### src/inc/lane_path_defines.svh
`ifndef LANE_PATH_DEFINES_SVH
`define LANE_PATH_DEFINES_SVH
// Behaviour
// - Receive strips control, idle and compensation blocks before presenting data.
// - Receive stream has no ready input and no user-data buffer.
// - Receive valid comes with first word, receive last with final word.
// - Receive keep counts valid final-word bytes, as transmit keep, only with last.
// - With CRC on, receiver checks CRC and strips it before last is placed.
// - Receive valid may drop anywhere, even mid-frame, and resume later.
// - Transmit word taken on the edge where ready and valid are high.
// - Transmit ready drops one cycle in every 32 for the gearbox.
// - Three-cycle compensation sequence every 10,000 cycles pauses transmit data.
// - Strict alignment: no data block after idle or separator in one cycle.
// - Exactly full last block is closed by an empty separator next cycle.
// - Streaming delivers words in order, fixed latency, no delimiters.
// - Streaming ready stays high except during gearbox pause, compensation or channel not ready.
// - Streaming gaps reappear at receiver, except near compensation sequences.
// - Transmit keep read only with last; valid bytes packed from byte 0.
// - Each block is a two-bit header plus eight scrambled bytes.
// - A separator block carries a count of valid tail bytes.

`define AXI_AW 4
`define CTRL_ADDR 4'h0
`define STATUS_ADDR 4'h4
`define RXFRAMES_ADDR 4'h8
`define CTRL_ENABLE 0
`define CTRL_STREAM 1
`define CTRL_CRC 2
`define CTRL_RESET 3'h0
`define STAT_READY 0
`define STAT_TXFRAME 1
`define STAT_CRCERR 2
`define STAT_CC 3
`define RESP_OKAY 2'h0
`define RESP_SLVERR 2'h2
`define HDR_DATA 2'h1
`define HDR_CTRL 2'h2
`define BT_IDLE 8'h10
`define BT_CC 8'h20
`define BT_SEP 8'h1e
`define BT_SEP7 8'h2e
`define BT_CRC 8'h3c
`define FULL_KEEP 8'hff
`define FULL_COUNT 4'h8
`define SEP7_COUNT 4'h7
`define CRC_POLY 32'h04c11db7
`define CRC_INIT 32'hffffffff
`define SCR_TAP_A 57
`define SCR_TAP_B 38
`define SCR_SEED 58'h3ff_ffff_ffff_ffff
`define GEAR_PERIOD 32
`define CC_PERIOD_CYCLES 10000
`define CC_LENGTH 3
`endif

### src/inc/lane_path_pkg.sv
package lane_path_pkg;
  typedef enum logic [1:0]
  {
    NORMAL_ST = 2'b00,
    EMPTY_SEPARATOR_BLOCK_ST = 2'b01,
    CRC_ST = 2'b10
  } tx_state_type;
endpackage

### src/design/lane_scrambler.sv
`timescale 1ns/1ns
`include "lane_path_defines.svh"
module lane_scrambler #(parameter bit DESCRAMBLE = 1'b0)
(
  // Clock and reset
  input wire logic ref_clk,
  input wire logic reset,
  // Block payload
  input wire logic advance,
  input wire logic [63:0] dataIn,
  output logic [63:0] dataOut
);
  logic [57:0] state_reg;
  logic [57:0] state_next;

  // Self-synchronous, so the receiver locks after one block of history
  always_comb
  begin
    state_next = state_reg;
    dataOut = 64'h0;
    for (int i = 0; i < 64; i++)
    begin
      dataOut[i] = dataIn[i] ^ state_next[`SCR_TAP_A]
        ^ state_next[`SCR_TAP_B];
      state_next = {state_next[56:0],
        DESCRAMBLE ? dataIn[i] : dataOut[i]};
    end
  end

  always_ff @(posedge ref_clk or posedge reset)
  begin
    if (reset)
      state_reg <= `SCR_SEED;
    else if (advance)
      state_reg <= state_next;
  end
endmodule

### src/design/pause_scheduler.sv
`timescale 1ns/1ns
`include "lane_path_defines.svh"
module pause_scheduler #(
  parameter int GEAR_PERIOD = `GEAR_PERIOD,
  parameter int CC_PERIOD = `CC_PERIOD_CYCLES,
  parameter int CC_LENGTH = `CC_LENGTH
)
(
  // Clock and reset
  input wire logic ref_clk,
  input wire logic reset,
  // Schedule
  input wire logic run,
  output logic gearPause,
  output logic ccRequest
);
  localparam int GW = $clog2(GEAR_PERIOD);
  localparam int CW = $clog2(CC_PERIOD);
  logic [GW-1:0] gearCount_reg;
  logic [CW-1:0] ccCount_reg;
  wire ccWrap = ccCount_reg == CW'(CC_PERIOD - 1);

  assign gearPause = run && gearCount_reg == GW'(GEAR_PERIOD - 1);
  assign ccRequest = run && ccCount_reg < CW'(CC_LENGTH);

  always_ff @(posedge ref_clk or posedge reset)
  begin
    if (reset)
    begin
      gearCount_reg <= '0;
      ccCount_reg <= '0;
    end
    else if (!run)
    begin
      gearCount_reg <= '0;
      ccCount_reg <= '0;
    end
    else
    begin
      gearCount_reg <= gearPause ? '0 : gearCount_reg + 1'b1;
      ccCount_reg <= ccWrap ? '0 : ccCount_reg + 1'b1;
    end
  end
endmodule

### src/design/serial_lane_user_data_path.sv
// The address map and the AXI4-Lite register port were chosen for this implementation.
`timescale 1ns/1ns
`include "lane_path_defines.svh"
module serial_lane_user_data_path
  import lane_path_pkg::*;
#(
  parameter int CC_PERIOD = `CC_PERIOD_CYCLES
)
(
  // Clock and reset
  input wire logic ref_clk,
  input wire logic reset,
  // Register bus, AXI4-Lite
  input wire logic [`AXI_AW-1:0] s_axi_awaddr,
  input wire logic s_axi_awvalid,
  output logic s_axi_awready,
  input wire logic [31:0] s_axi_wdata,
  input wire logic [3:0] s_axi_wstrb,
  input wire logic s_axi_wvalid,
  output logic s_axi_wready,
  output logic [1:0] s_axi_bresp,
  output logic s_axi_bvalid,
  input wire logic s_axi_bready,
  input wire logic [`AXI_AW-1:0] s_axi_araddr,
  input wire logic s_axi_arvalid,
  output logic s_axi_arready,
  output logic [31:0] s_axi_rdata,
  output logic [1:0] s_axi_rresp,
  output logic s_axi_rvalid,
  input wire logic s_axi_rready,
  // Transmit stream
  input wire logic [63:0] txData,
  input wire logic [7:0] txKeep,
  input wire logic txLast,
  input wire logic txValid,
  output logic txReady,
  // Receive stream
  output logic [63:0] rxData,
  output logic [7:0] rxKeep,
  output logic rxLast,
  output logic rxValid,
  // Lane
  input wire logic laneUp,
  output logic laneTxValid,
  output logic [1:0] laneTxHeader,
  output logic [63:0] laneTxPayload,
  input wire logic laneRxValid,
  input wire logic [1:0] laneRxHeader,
  input wire logic [63:0] laneRxPayload,
  // Status
  output logic clkCompRequest
);
  // ----------------------------------------------------------------
  // Declarations
  // ----------------------------------------------------------------
  logic upMeta_reg, upMid_reg, upLate_reg, laneUpSeen_reg;
  logic [2:0] ctrl_reg;
  logic crcError_reg;
  logic [31:0] rxFrames_reg;
  logic awHeld_reg, wHeld_reg, bvalid_reg, rvalid_reg;
  logic [`AXI_AW-1:0] awAddr_reg;
  logic [31:0] wData_reg, rdata_reg;
  logic [3:0] wStrb_reg;
  logic [1:0] bresp_reg, rresp_reg;
  tx_state_type txState_reg, txState_next;
  logic txInFrame_reg;
  logic [31:0] crcTx_reg;
  logic laneTxValid_reg;
  logic [1:0] laneTxHeader_reg;
  logic [63:0] laneTxPayload_reg;
  logic pendValid_reg, pendLast_reg;
  logic [63:0] pendData_reg;
  logic [7:0] pendKeep_reg;
  logic rxInFrame_reg;
  logic [31:0] rxCrc_reg;
  logic rxValid_reg, rxLast_reg;
  logic [63:0] rxData_reg;
  logic [7:0] rxKeep_reg;
  logic gearPause, ccRequest;
  logic [63:0] txMasked, txPlain, txScrambled, rxPlain;
  logic [1:0] txHeader;

  function automatic logic [31:0] crcStep(input logic [31:0] c,
                                          input logic [63:0] d);
    logic [31:0] r;
    r = c;
    for (int i = 0; i < 64; i++)
      r = {r[30:0], 1'b0} ^ ((r[31] ^ d[i]) ? `CRC_POLY : 32'h0);
    return r;
  endfunction

  // ----------------------------------------------------------------
  // Channel state
  // ----------------------------------------------------------------
  wire channelReady = laneUpSeen_reg & ctrl_reg[`CTRL_ENABLE];
  wire streamMode = ctrl_reg[`CTRL_STREAM];
  // Mode bits should only change while the channel is disabled
  wire crcOn = ctrl_reg[`CTRL_CRC] & ~streamMode;

  always_ff @(posedge ref_clk or posedge reset)
  begin
    if (reset)
    begin
      upMeta_reg <= 1'b0;
      upMid_reg <= 1'b0;
      upLate_reg <= 1'b0;
      laneUpSeen_reg <= 1'b0;
    end
    else
    begin
      upMeta_reg <= laneUp;
      upMid_reg <= upMeta_reg;
      upLate_reg <= upMid_reg;
      if (upMid_reg == upLate_reg)
        laneUpSeen_reg <= upLate_reg;
    end
  end

  pause_scheduler #(.CC_PERIOD(CC_PERIOD)) schedule
  (
    .ref_clk(ref_clk),
    .reset(reset),
    .run(channelReady),
    .gearPause(gearPause),
    .ccRequest(ccRequest)
  );
  assign clkCompRequest = ccRequest;

  // ----------------------------------------------------------------
  // Transmit
  // ----------------------------------------------------------------
  // Ready only in the plain state: empty separators and CRC need their own cycles
  assign txReady = channelReady & ~gearPause & ~ccRequest
    & (txState_reg == NORMAL_ST);
  wire txFire = txReady & txValid;
  wire txFrame = txFire & ~streamMode;
  wire [3:0] keepCount = 4'($countones(txKeep));
  wire tailFull = txLast & (keepCount == `FULL_COUNT);
  wire tailSep7 = txLast & (keepCount == `SEP7_COUNT);
  wire sendValid = channelReady & ~gearPause;
  wire sendCtl = sendValid & ~ccRequest;

  for (genvar b = 0; b < 8; b++)
  begin : gen_mask
    assign txMasked[8*b +: 8] = (txKeep[b] | ~txLast)
      ? txData[8*b +: 8] : 8'h00;
  end

  // One block a cycle on the single lane, so a separator never shares
  // its cycle with a following data block
  wire dataBlk = txFire & (streamMode | ~txLast | tailFull);
  wire [63:0] sepBlk = {txMasked[47:0], 4'h0, keepCount,
    `BT_SEP};
  wire [63:0] sep7Blk = {txMasked[55:0], `BT_SEP7};
  wire [63:0] sep0Blk = {56'h0, `BT_SEP};
  wire [63:0] crcBlk = {24'h0, crcTx_reg, `BT_CRC};
  wire [63:0] tailBlk = tailSep7 ? sep7Blk : sepBlk;
  wire [63:0] frameBlk = dataBlk ? txData
    : (txFire ? tailBlk : {56'h0, `BT_IDLE});
  wire [63:0] stateBlk = (txState_reg == EMPTY_SEPARATOR_BLOCK_ST) ? sep0Blk
    : (txState_reg == CRC_ST) ? crcBlk : frameBlk;
  assign txPlain = ccRequest ? {56'h0, `BT_CC} : stateBlk;
  assign txHeader = (dataBlk & ~ccRequest) ? `HDR_DATA
    : `HDR_CTRL;

  always_comb
  begin
    txState_next = txState_reg;
    case (txState_reg)
      NORMAL_ST:
        if (txFrame & txLast)
          txState_next = tailFull ? EMPTY_SEPARATOR_BLOCK_ST
            : (crcOn ? CRC_ST : NORMAL_ST);
      EMPTY_SEPARATOR_BLOCK_ST:
        if (sendCtl)
          txState_next = crcOn ? CRC_ST : NORMAL_ST;
      CRC_ST:
        if (sendCtl)
          txState_next = NORMAL_ST;
      default:
        txState_next = NORMAL_ST;
    endcase
  end

  lane_scrambler #(.DESCRAMBLE(1'b0)) txScrambler
  (
    .ref_clk(ref_clk),
    .reset(reset),
    .advance(sendValid),
    .dataIn(txPlain),
    .dataOut(txScrambled)
  );

  wire [31:0] crcTxBase = txInFrame_reg ? crcTx_reg : `CRC_INIT;

  always_ff @(posedge ref_clk or posedge reset)
  begin
    if (reset)
    begin
      txState_reg <= NORMAL_ST;
      txInFrame_reg <= 1'b0;
      crcTx_reg <= `CRC_INIT;
      laneTxValid_reg <= 1'b0;
      laneTxHeader_reg <= `HDR_CTRL;
      laneTxPayload_reg <= 64'h0;
    end
    else
    begin
      txState_reg <= channelReady ? txState_next : NORMAL_ST;
      if (!channelReady)
        txInFrame_reg <= 1'b0;
      else if (txFrame)
        txInFrame_reg <= ~txLast;
      if (txFrame)
        crcTx_reg <= crcStep(crcTxBase, txMasked);
      laneTxValid_reg <= sendValid;
      laneTxHeader_reg <= txHeader;
      laneTxPayload_reg <= txScrambled;
    end
  end

  assign laneTxValid = laneTxValid_reg;
  assign laneTxHeader = laneTxHeader_reg;
  assign laneTxPayload = laneTxPayload_reg;

  // ----------------------------------------------------------------
  // Receive
  // ----------------------------------------------------------------
  lane_scrambler #(.DESCRAMBLE(1'b1)) rxDescrambler
  (
    .ref_clk(ref_clk),
    .reset(reset),
    .advance(laneRxValid),
    .dataIn(laneRxPayload),
    .dataOut(rxPlain)
  );

  wire [7:0] rxType = rxPlain[7:0];
  wire rxIsData = laneRxValid & (laneRxHeader == `HDR_DATA);
  wire rxIsCtrl = laneRxValid & (laneRxHeader == `HDR_CTRL);
  wire rxIsSep = rxIsCtrl & (rxType == `BT_SEP);
  wire [3:0] rxSepCount = rxPlain[11:8];
  wire rxIsSep0 = rxIsSep & (rxSepCount == 4'h0);
  wire rxIsSep7 = rxIsCtrl & (rxType == `BT_SEP7);
  wire rxIsCrc = rxIsCtrl & (rxType == `BT_CRC);
  wire rxTail = (rxIsSep & ~rxIsSep0) | rxIsSep7;
  wire [3:0] tailCount = rxIsSep7 ? `SEP7_COUNT : rxSepCount;
  wire [7:0] tailKeep = 8'(`FULL_KEEP
    >> (`FULL_COUNT - tailCount));
  wire [63:0] tailData = rxIsSep7 ? {8'h0, rxPlain[63:8]}
    : {16'h0, rxPlain[63:16]};
  // Idle and compensation blocks never load the word slot
  wire rxTake = rxIsData | rxTail;
  wire [63:0] rxWord = rxTail ? tailData : rxPlain;
  wire pendDone = pendLast_reg & (~crcOn | rxIsCrc);
  // No ready input: a word leaves as soon as its successor is known
  wire emitPend = pendValid_reg & (rxTake | pendDone);
  wire crcBad = rxIsCrc & pendLast_reg
    & (rxPlain[39:8] != rxCrc_reg);
  wire [31:0] crcRxBase = rxInFrame_reg ? rxCrc_reg : `CRC_INIT;
  wire streamOut = streamMode & rxIsData;
  wire frameOut = ~streamMode & emitPend;

  always_ff @(posedge ref_clk or posedge reset)
  begin
    if (reset)
    begin
      pendValid_reg <= 1'b0;
      pendLast_reg <= 1'b0;
      pendData_reg <= 64'h0;
      pendKeep_reg <= `FULL_KEEP;
    end
    else if (!channelReady || streamMode)
    begin
      pendValid_reg <= 1'b0;
      pendLast_reg <= 1'b0;
    end
    else if (rxTake)
    begin
      pendValid_reg <= 1'b1;
      pendLast_reg <= rxTail;
      pendData_reg <= rxWord;
      pendKeep_reg <= rxTail ? tailKeep : `FULL_KEEP;
    end
    else if (emitPend)
    begin
      pendValid_reg <= 1'b0;
      pendLast_reg <= 1'b0;
    end
    else if (rxIsSep0 & pendValid_reg)
      pendLast_reg <= 1'b1;
  end

  always_ff @(posedge ref_clk or posedge reset)
  begin
    if (reset)
    begin
      rxInFrame_reg <= 1'b0;
      rxCrc_reg <= `CRC_INIT;
      rxValid_reg <= 1'b0;
      rxLast_reg <= 1'b0;
      rxData_reg <= 64'h0;
      rxKeep_reg <= `FULL_KEEP;
    end
    else
    begin
      if (rxTake)
      begin
        rxInFrame_reg <= rxIsData;
        rxCrc_reg <= crcStep(crcRxBase, rxWord);
      end
      // An empty separator closes a frame without loading a word
      else if (rxIsSep0 || !channelReady)
        rxInFrame_reg <= 1'b0;
      rxValid_reg <= channelReady & (streamOut | frameOut);
      rxLast_reg <= ~streamMode & pendLast_reg & pendDone;
      rxData_reg <= streamMode ? rxPlain : pendData_reg;
      rxKeep_reg <= streamMode ? `FULL_KEEP : pendKeep_reg;
    end
  end

  assign rxValid = rxValid_reg;
  assign rxLast = rxLast_reg;
  assign rxData = rxData_reg;
  assign rxKeep = rxKeep_reg;

  // ----------------------------------------------------------------
  // Register bus
  // ----------------------------------------------------------------
  assign s_axi_awready = ~awHeld_reg & ~bvalid_reg;
  assign s_axi_wready = ~wHeld_reg & ~bvalid_reg;
  assign s_axi_arready = ~rvalid_reg;
  wire wrGo = awHeld_reg & wHeld_reg & ~bvalid_reg;
  wire wrCtrl = wrGo & (awAddr_reg == `CTRL_ADDR) & wStrb_reg[0];
  wire wrStatus = wrGo & (awAddr_reg == `STATUS_ADDR) & wStrb_reg[0];
  wire wrMapped = (awAddr_reg == `CTRL_ADDR)
    | (awAddr_reg == `STATUS_ADDR) | (awAddr_reg == `RXFRAMES_ADDR);
  wire rdGo = s_axi_arvalid & ~rvalid_reg;
  wire [31:0] statusWord = {28'h0, ccRequest, crcError_reg,
    txInFrame_reg, channelReady};
  wire rdCtrl = s_axi_araddr == `CTRL_ADDR;
  wire rdStatus = s_axi_araddr == `STATUS_ADDR;
  wire rdFrames = s_axi_araddr == `RXFRAMES_ADDR;
  wire [31:0] rdWord = rdCtrl ? {29'h0, ctrl_reg}
    : rdStatus ? statusWord : rdFrames ? rxFrames_reg : 32'h0;
  wire clearCrcErr = wrStatus & wData_reg[`STAT_CRCERR];

  always_ff @(posedge ref_clk or posedge reset)
  begin
    if (reset)
    begin
      awHeld_reg <= 1'b0;
      wHeld_reg <= 1'b0;
      bvalid_reg <= 1'b0;
      bresp_reg <= `RESP_OKAY;
      awAddr_reg <= '0;
      wData_reg <= 32'h0;
      wStrb_reg <= 4'h0;
    end
    else
    begin
      if (s_axi_awvalid & s_axi_awready)
      begin
        awHeld_reg <= 1'b1;
        awAddr_reg <= s_axi_awaddr;
      end
      if (s_axi_wvalid & s_axi_wready)
      begin
        wHeld_reg <= 1'b1;
        wData_reg <= s_axi_wdata;
        wStrb_reg <= s_axi_wstrb;
      end
      if (wrGo)
      begin
        awHeld_reg <= 1'b0;
        wHeld_reg <= 1'b0;
        bvalid_reg <= 1'b1;
        bresp_reg <= wrMapped ? `RESP_OKAY : `RESP_SLVERR;
      end
      else if (s_axi_bready)
        bvalid_reg <= 1'b0;
    end
  end

  always_ff @(posedge ref_clk or posedge reset)
  begin
    if (reset)
    begin
      rvalid_reg <= 1'b0;
      rdata_reg <= 32'h0;
      rresp_reg <= `RESP_OKAY;
      ctrl_reg <= `CTRL_RESET;
      crcError_reg <= 1'b0;
      rxFrames_reg <= 32'h0;
    end
    else
    begin
      if (rdGo)
      begin
        rvalid_reg <= 1'b1;
        rdata_reg <= rdWord;
        rresp_reg <= (rdCtrl | rdStatus | rdFrames)
          ? `RESP_OKAY : `RESP_SLVERR;
      end
      else if (s_axi_rready)
        rvalid_reg <= 1'b0;
      if (wrCtrl)
        ctrl_reg <= wData_reg[2:0];
      // A mismatch in the clearing cycle still sets the flag
      crcError_reg <= crcBad | (crcError_reg & ~clearCrcErr);
      if (rxValid_reg & rxLast_reg)
        rxFrames_reg <= rxFrames_reg + 32'h1;
    end
  end

  assign s_axi_bvalid = bvalid_reg;
  assign s_axi_bresp = bresp_reg;
  assign s_axi_rvalid = rvalid_reg;
  assign s_axi_rdata = rdata_reg;
  assign s_axi_rresp = rresp_reg;
endmodule

### config.mk
export PLATFORM = sky130hd
export DESIGN_NAME = serial_lane_user_data_path
export DESIGN_NICKNAME = d
export VERILOG_FILES = /design/src/inc/lane_path_pkg.sv /design/src/design/lane_scrambler.sv /design/src/design/pause_scheduler.sv /design/src/design/serial_lane_user_data_path.sv
export VERILOG_INCLUDE_DIRS = /design/src /design/src/inc
export SDC_FILE = /design/constraint.sdc
export NUM_CORES = 2
export LEC_CHECK = 0
export BUFFER_PORTS_ARGS = -buffer_cell sky130_fd_sc_hd__buf_4
export CORE_MARGIN = 5
export CORE_UTILIZATION = 40
export CTS_CLUSTER_DIAMETER = 40
export DETAILED_ROUTE_END_ITERATION = 12
export PLACE_DENSITY = 0.54
export SLEW_MARGIN = 25
export SYNTH_ARGS = -nofsm -noshare
export SYNTH_HDL_FRONTEND = slang
export SYNTH_SLANG_ARGS = --single-unit
### constraint.sdc
create_clock -name ref_clk -period 18.9 [get_ports ref_clk]
set_input_delay 3.78 -clock ref_clk [delete_from_list [all_inputs] [get_ports ref_clk]]
set_output_delay 3.78 -clock ref_clk [all_outputs]
set_load 0.02 [all_outputs]
==> results.cfg <==
[status]
status = complete, no violations

[synth]
synth.area.top_cells = dfrtp_1 20%, xnor2_1 18%, dfstp_2 14%, xnor3_1 12%, xor2_1 6.5%
ys_ff_latch = 504
async_flop_share_pct = 100
yosysSeqAreaShare_pct = 33.9
ys_types = 81
avgSynthCellArea_um2 = 10.8
ys.flop_type = dfrtp_1
synth_top_cell_area_share_pct = 20.3
yosys.area.top_type = dfrtp_1
ys_warn_count = 0
synth_area_um2 = 37900
syn_inst = 3522
synth_edf_count = 0

[finish]
diodes = 0
num-nets-final = 4084
multiInputGateArea_um2 = 24400
regArea_um2 = 12900
post_route_cells_drive_above_1_share_pct = 24.8
final.fill_count = 8902
area_growth_pct = 19.0

[drt]
drt-wirelength-per-cell_um = 24.8
ant_nets = 0
wl_mm = 129
dr.pass1.iters = 6
num_vias = 27000
vias_per_cell = 5.18
drc_errors = 0
drt_iter0_drc = 2323

[global_routing]
grt_pass1_vias = 27600
grt_max_degree = 173
gr-total-overflow = 0
antenna_found_initial = 4
grt_pass1_wl_mm = 189
grt.total_usage_pct = 24.9

[floorplanning]
die_area_um2 = 101000
coreArea_um2 = 94600
die_y_um = 318
ios = 377
die_w_um = 318
core.rowCount = 113
start_util_pct = 40.1

[clocking]
cts.repair.resized = 0
clock_latency_ns = 0.66
cts_setup_buffers = 0
cts_buffer_depth = 3
clockRootBuffer = clkbuf_16
hold_buffers = 0
htreeDepth = 3
cts_sinks = 504
cts_tree = built
path_clk_slew_ns = 0.05
numCtsBuffers = 85

[sta]
finalSetupTns_ns = 0
final_hold_viol_count = 0
tightestPinTransition_ns = 1.11
skew_ns = 0.0459
slew_headroom_pct = 25.6
fmax_mhz = 74.6
finalSetupViolations = 0
rsz0062_at_grt = false
slew_viol_final = 0
fin_crit_ns = 13.40
fin_crit_sh_pct = 70.9

[place]
place.gp.congestion = 0.964
hpwl_mm = 102
port_buffers = 342

[worst_setup_path]
cp-endpoint = rxCrc_reg[13]
r2r_cells = 19
critPathLaunch = laneRxValid
crit_arrival_ns = 13.95
worstSetupStartpointType = input pin
cp.required_ns = 19.45
timing.rr.end = rxCrc_reg[13]
cp-end-kind = flip-flop
r2r_slack_ns = 8.18
worstReg2RegStart = rxDescrambler.state_reg[29]
criticalPathCategory = input pin to flip-flop
path_max_fanout = 60

[flow_run]
cap_violations = 0

[hold_path]
hp-class = flip-flop to flip-flop
hold_start = upMeta_reg
-- routing by layer --
| layer | GRT usage, % | up-vias | wire, um | part of all wire (%) |
|---|---|---|---|---|
| li1 | - | 12500 | - | - |
| met1 | 33.6 | 13300 | 56100 | 43 |
| met2 | 41.5 | 954 | 61300 | 47 |
| met3 | 4.04 | 200 | 7540 | 5.8 |
| met4 | 7.54 | 4 | 4490 | 3.5 |
| met5 | 0 | - | 27 | 0.021 |
-- placed cells by master, fill, tap and decap left out, drive strengths merged, types with 8 or more instances in the layout --
master	count
dfrtp	307
nand3	51
clkinv	19
nand2b	33
xor2	287
nor4	18
nor2	163
or2	11
and3	12
o211ai	30
ha	11
a21oi	46
bufinv	8
dfstp	197
o21ai	177
mux2	127
a31oi	15
buf	409
nor2b	37
a22oi	12
clkinvlp	13
nor3	40
a221oi	12
a311oi	24
xor3	43
a22o	36
nand2	490
clkbuf	100
inv	69
nand4	10
xnor2	824
mux2i	19
o22ai	9
xnor3	216
-- synth_stat cells (all sizes together) (15+ instances only) --
master / n
a31oi: 15
dfstp: 197
nor2b: 37
clkbuf: 118
nand2b: 33
nand2: 490
dfrtp: 307
nor2: 163
nor4: 18
nor3: 40
mux2: 127
inv: 49
o211ai: 30
a22o: 36
a311oi: 24
xor3: 43
xnor3: 216
xnor2: 824
a21oi: 46
mux2i: 19
o21ai: 177
xor2: 287
nand3: 51
buf: 25
-- critical path: stages --
cell	delay, ns
buf_4	0.61
and3b_1	0.31
or4b_1	0.62
or4_4	0.89
nand2_2	0.64
o21ai_1	0.42
xnor2_2	0.66
xnor3_1	0.58
xor3_2	0.43
xnor3_1	0.54
xnor2_2	0.51
xnor3_1	0.59
xor2_1	0.62
xnor3_1	0.50
xor2_1	0.28
xor2_1	0.44
xor3_2	0.65
xor2_1	0.26
xnor3_1	0.43
a21oi_1	0.15
-- area by class of cell --
type / count / area share [%]
Clock buffer: 100 / 5.02
Clock inverter: 60 / 1.66
Inverter: 49 / 0.435
Multi-Input combinational cell: 2827 / 54.0
Sequential cell: 504 / 28.5
Tap cell: 1265 / 3.51
Timing Repair Buffer: 409 / 6.87
-- stage by stage --
stage                     std cells  hold WS, ns  util, %  instance area, um^2  setup WS (ns)
after floorplan                3523        0.331        -                37900           1.37
after global placement         5052        0.335     44.5                42100           5.03
after detailed placement       5052        0.337     44.5                42100           4.97
after CTS                      5212        0.363     47.7                45100           5.62
after global routing           5214        0.385     47.7                45100           5.08
final                          5214        0.367     47.7                45100           5.50
-- worst min-delay path by stage --
stage / end / slack, ns / depth (start not counted)
finish: upMid_reg / 0.37 / 0
global route: upMid_reg / 0.38 / 0
CTS: upMid_reg / 0.36 / 0
detailed placement: upMid_reg / 0.34 / 0
global placement: upMid_reg / 0.33 / 0
floorplan: upMid_reg / 0.33 / 0
-- logic make-up after synthesis --
family	after synthesis	share of synthesized area, %
XOR/XNOR	1370	42.0
AND/OR/NAND/NOR	891	10.3
AO/OA/AOI/OAI	402	6.94
flip-flops	504	33.9
adder cells (fa/ha/maj)	16	0.600
buffers and inverters	192	1.96
multiplexers	146	4.27
other	1	0.00989
Power is left out: the tool's default activity adds up to more than one toggle a clock period on the data nets, which glitch-free logic cannot reach.
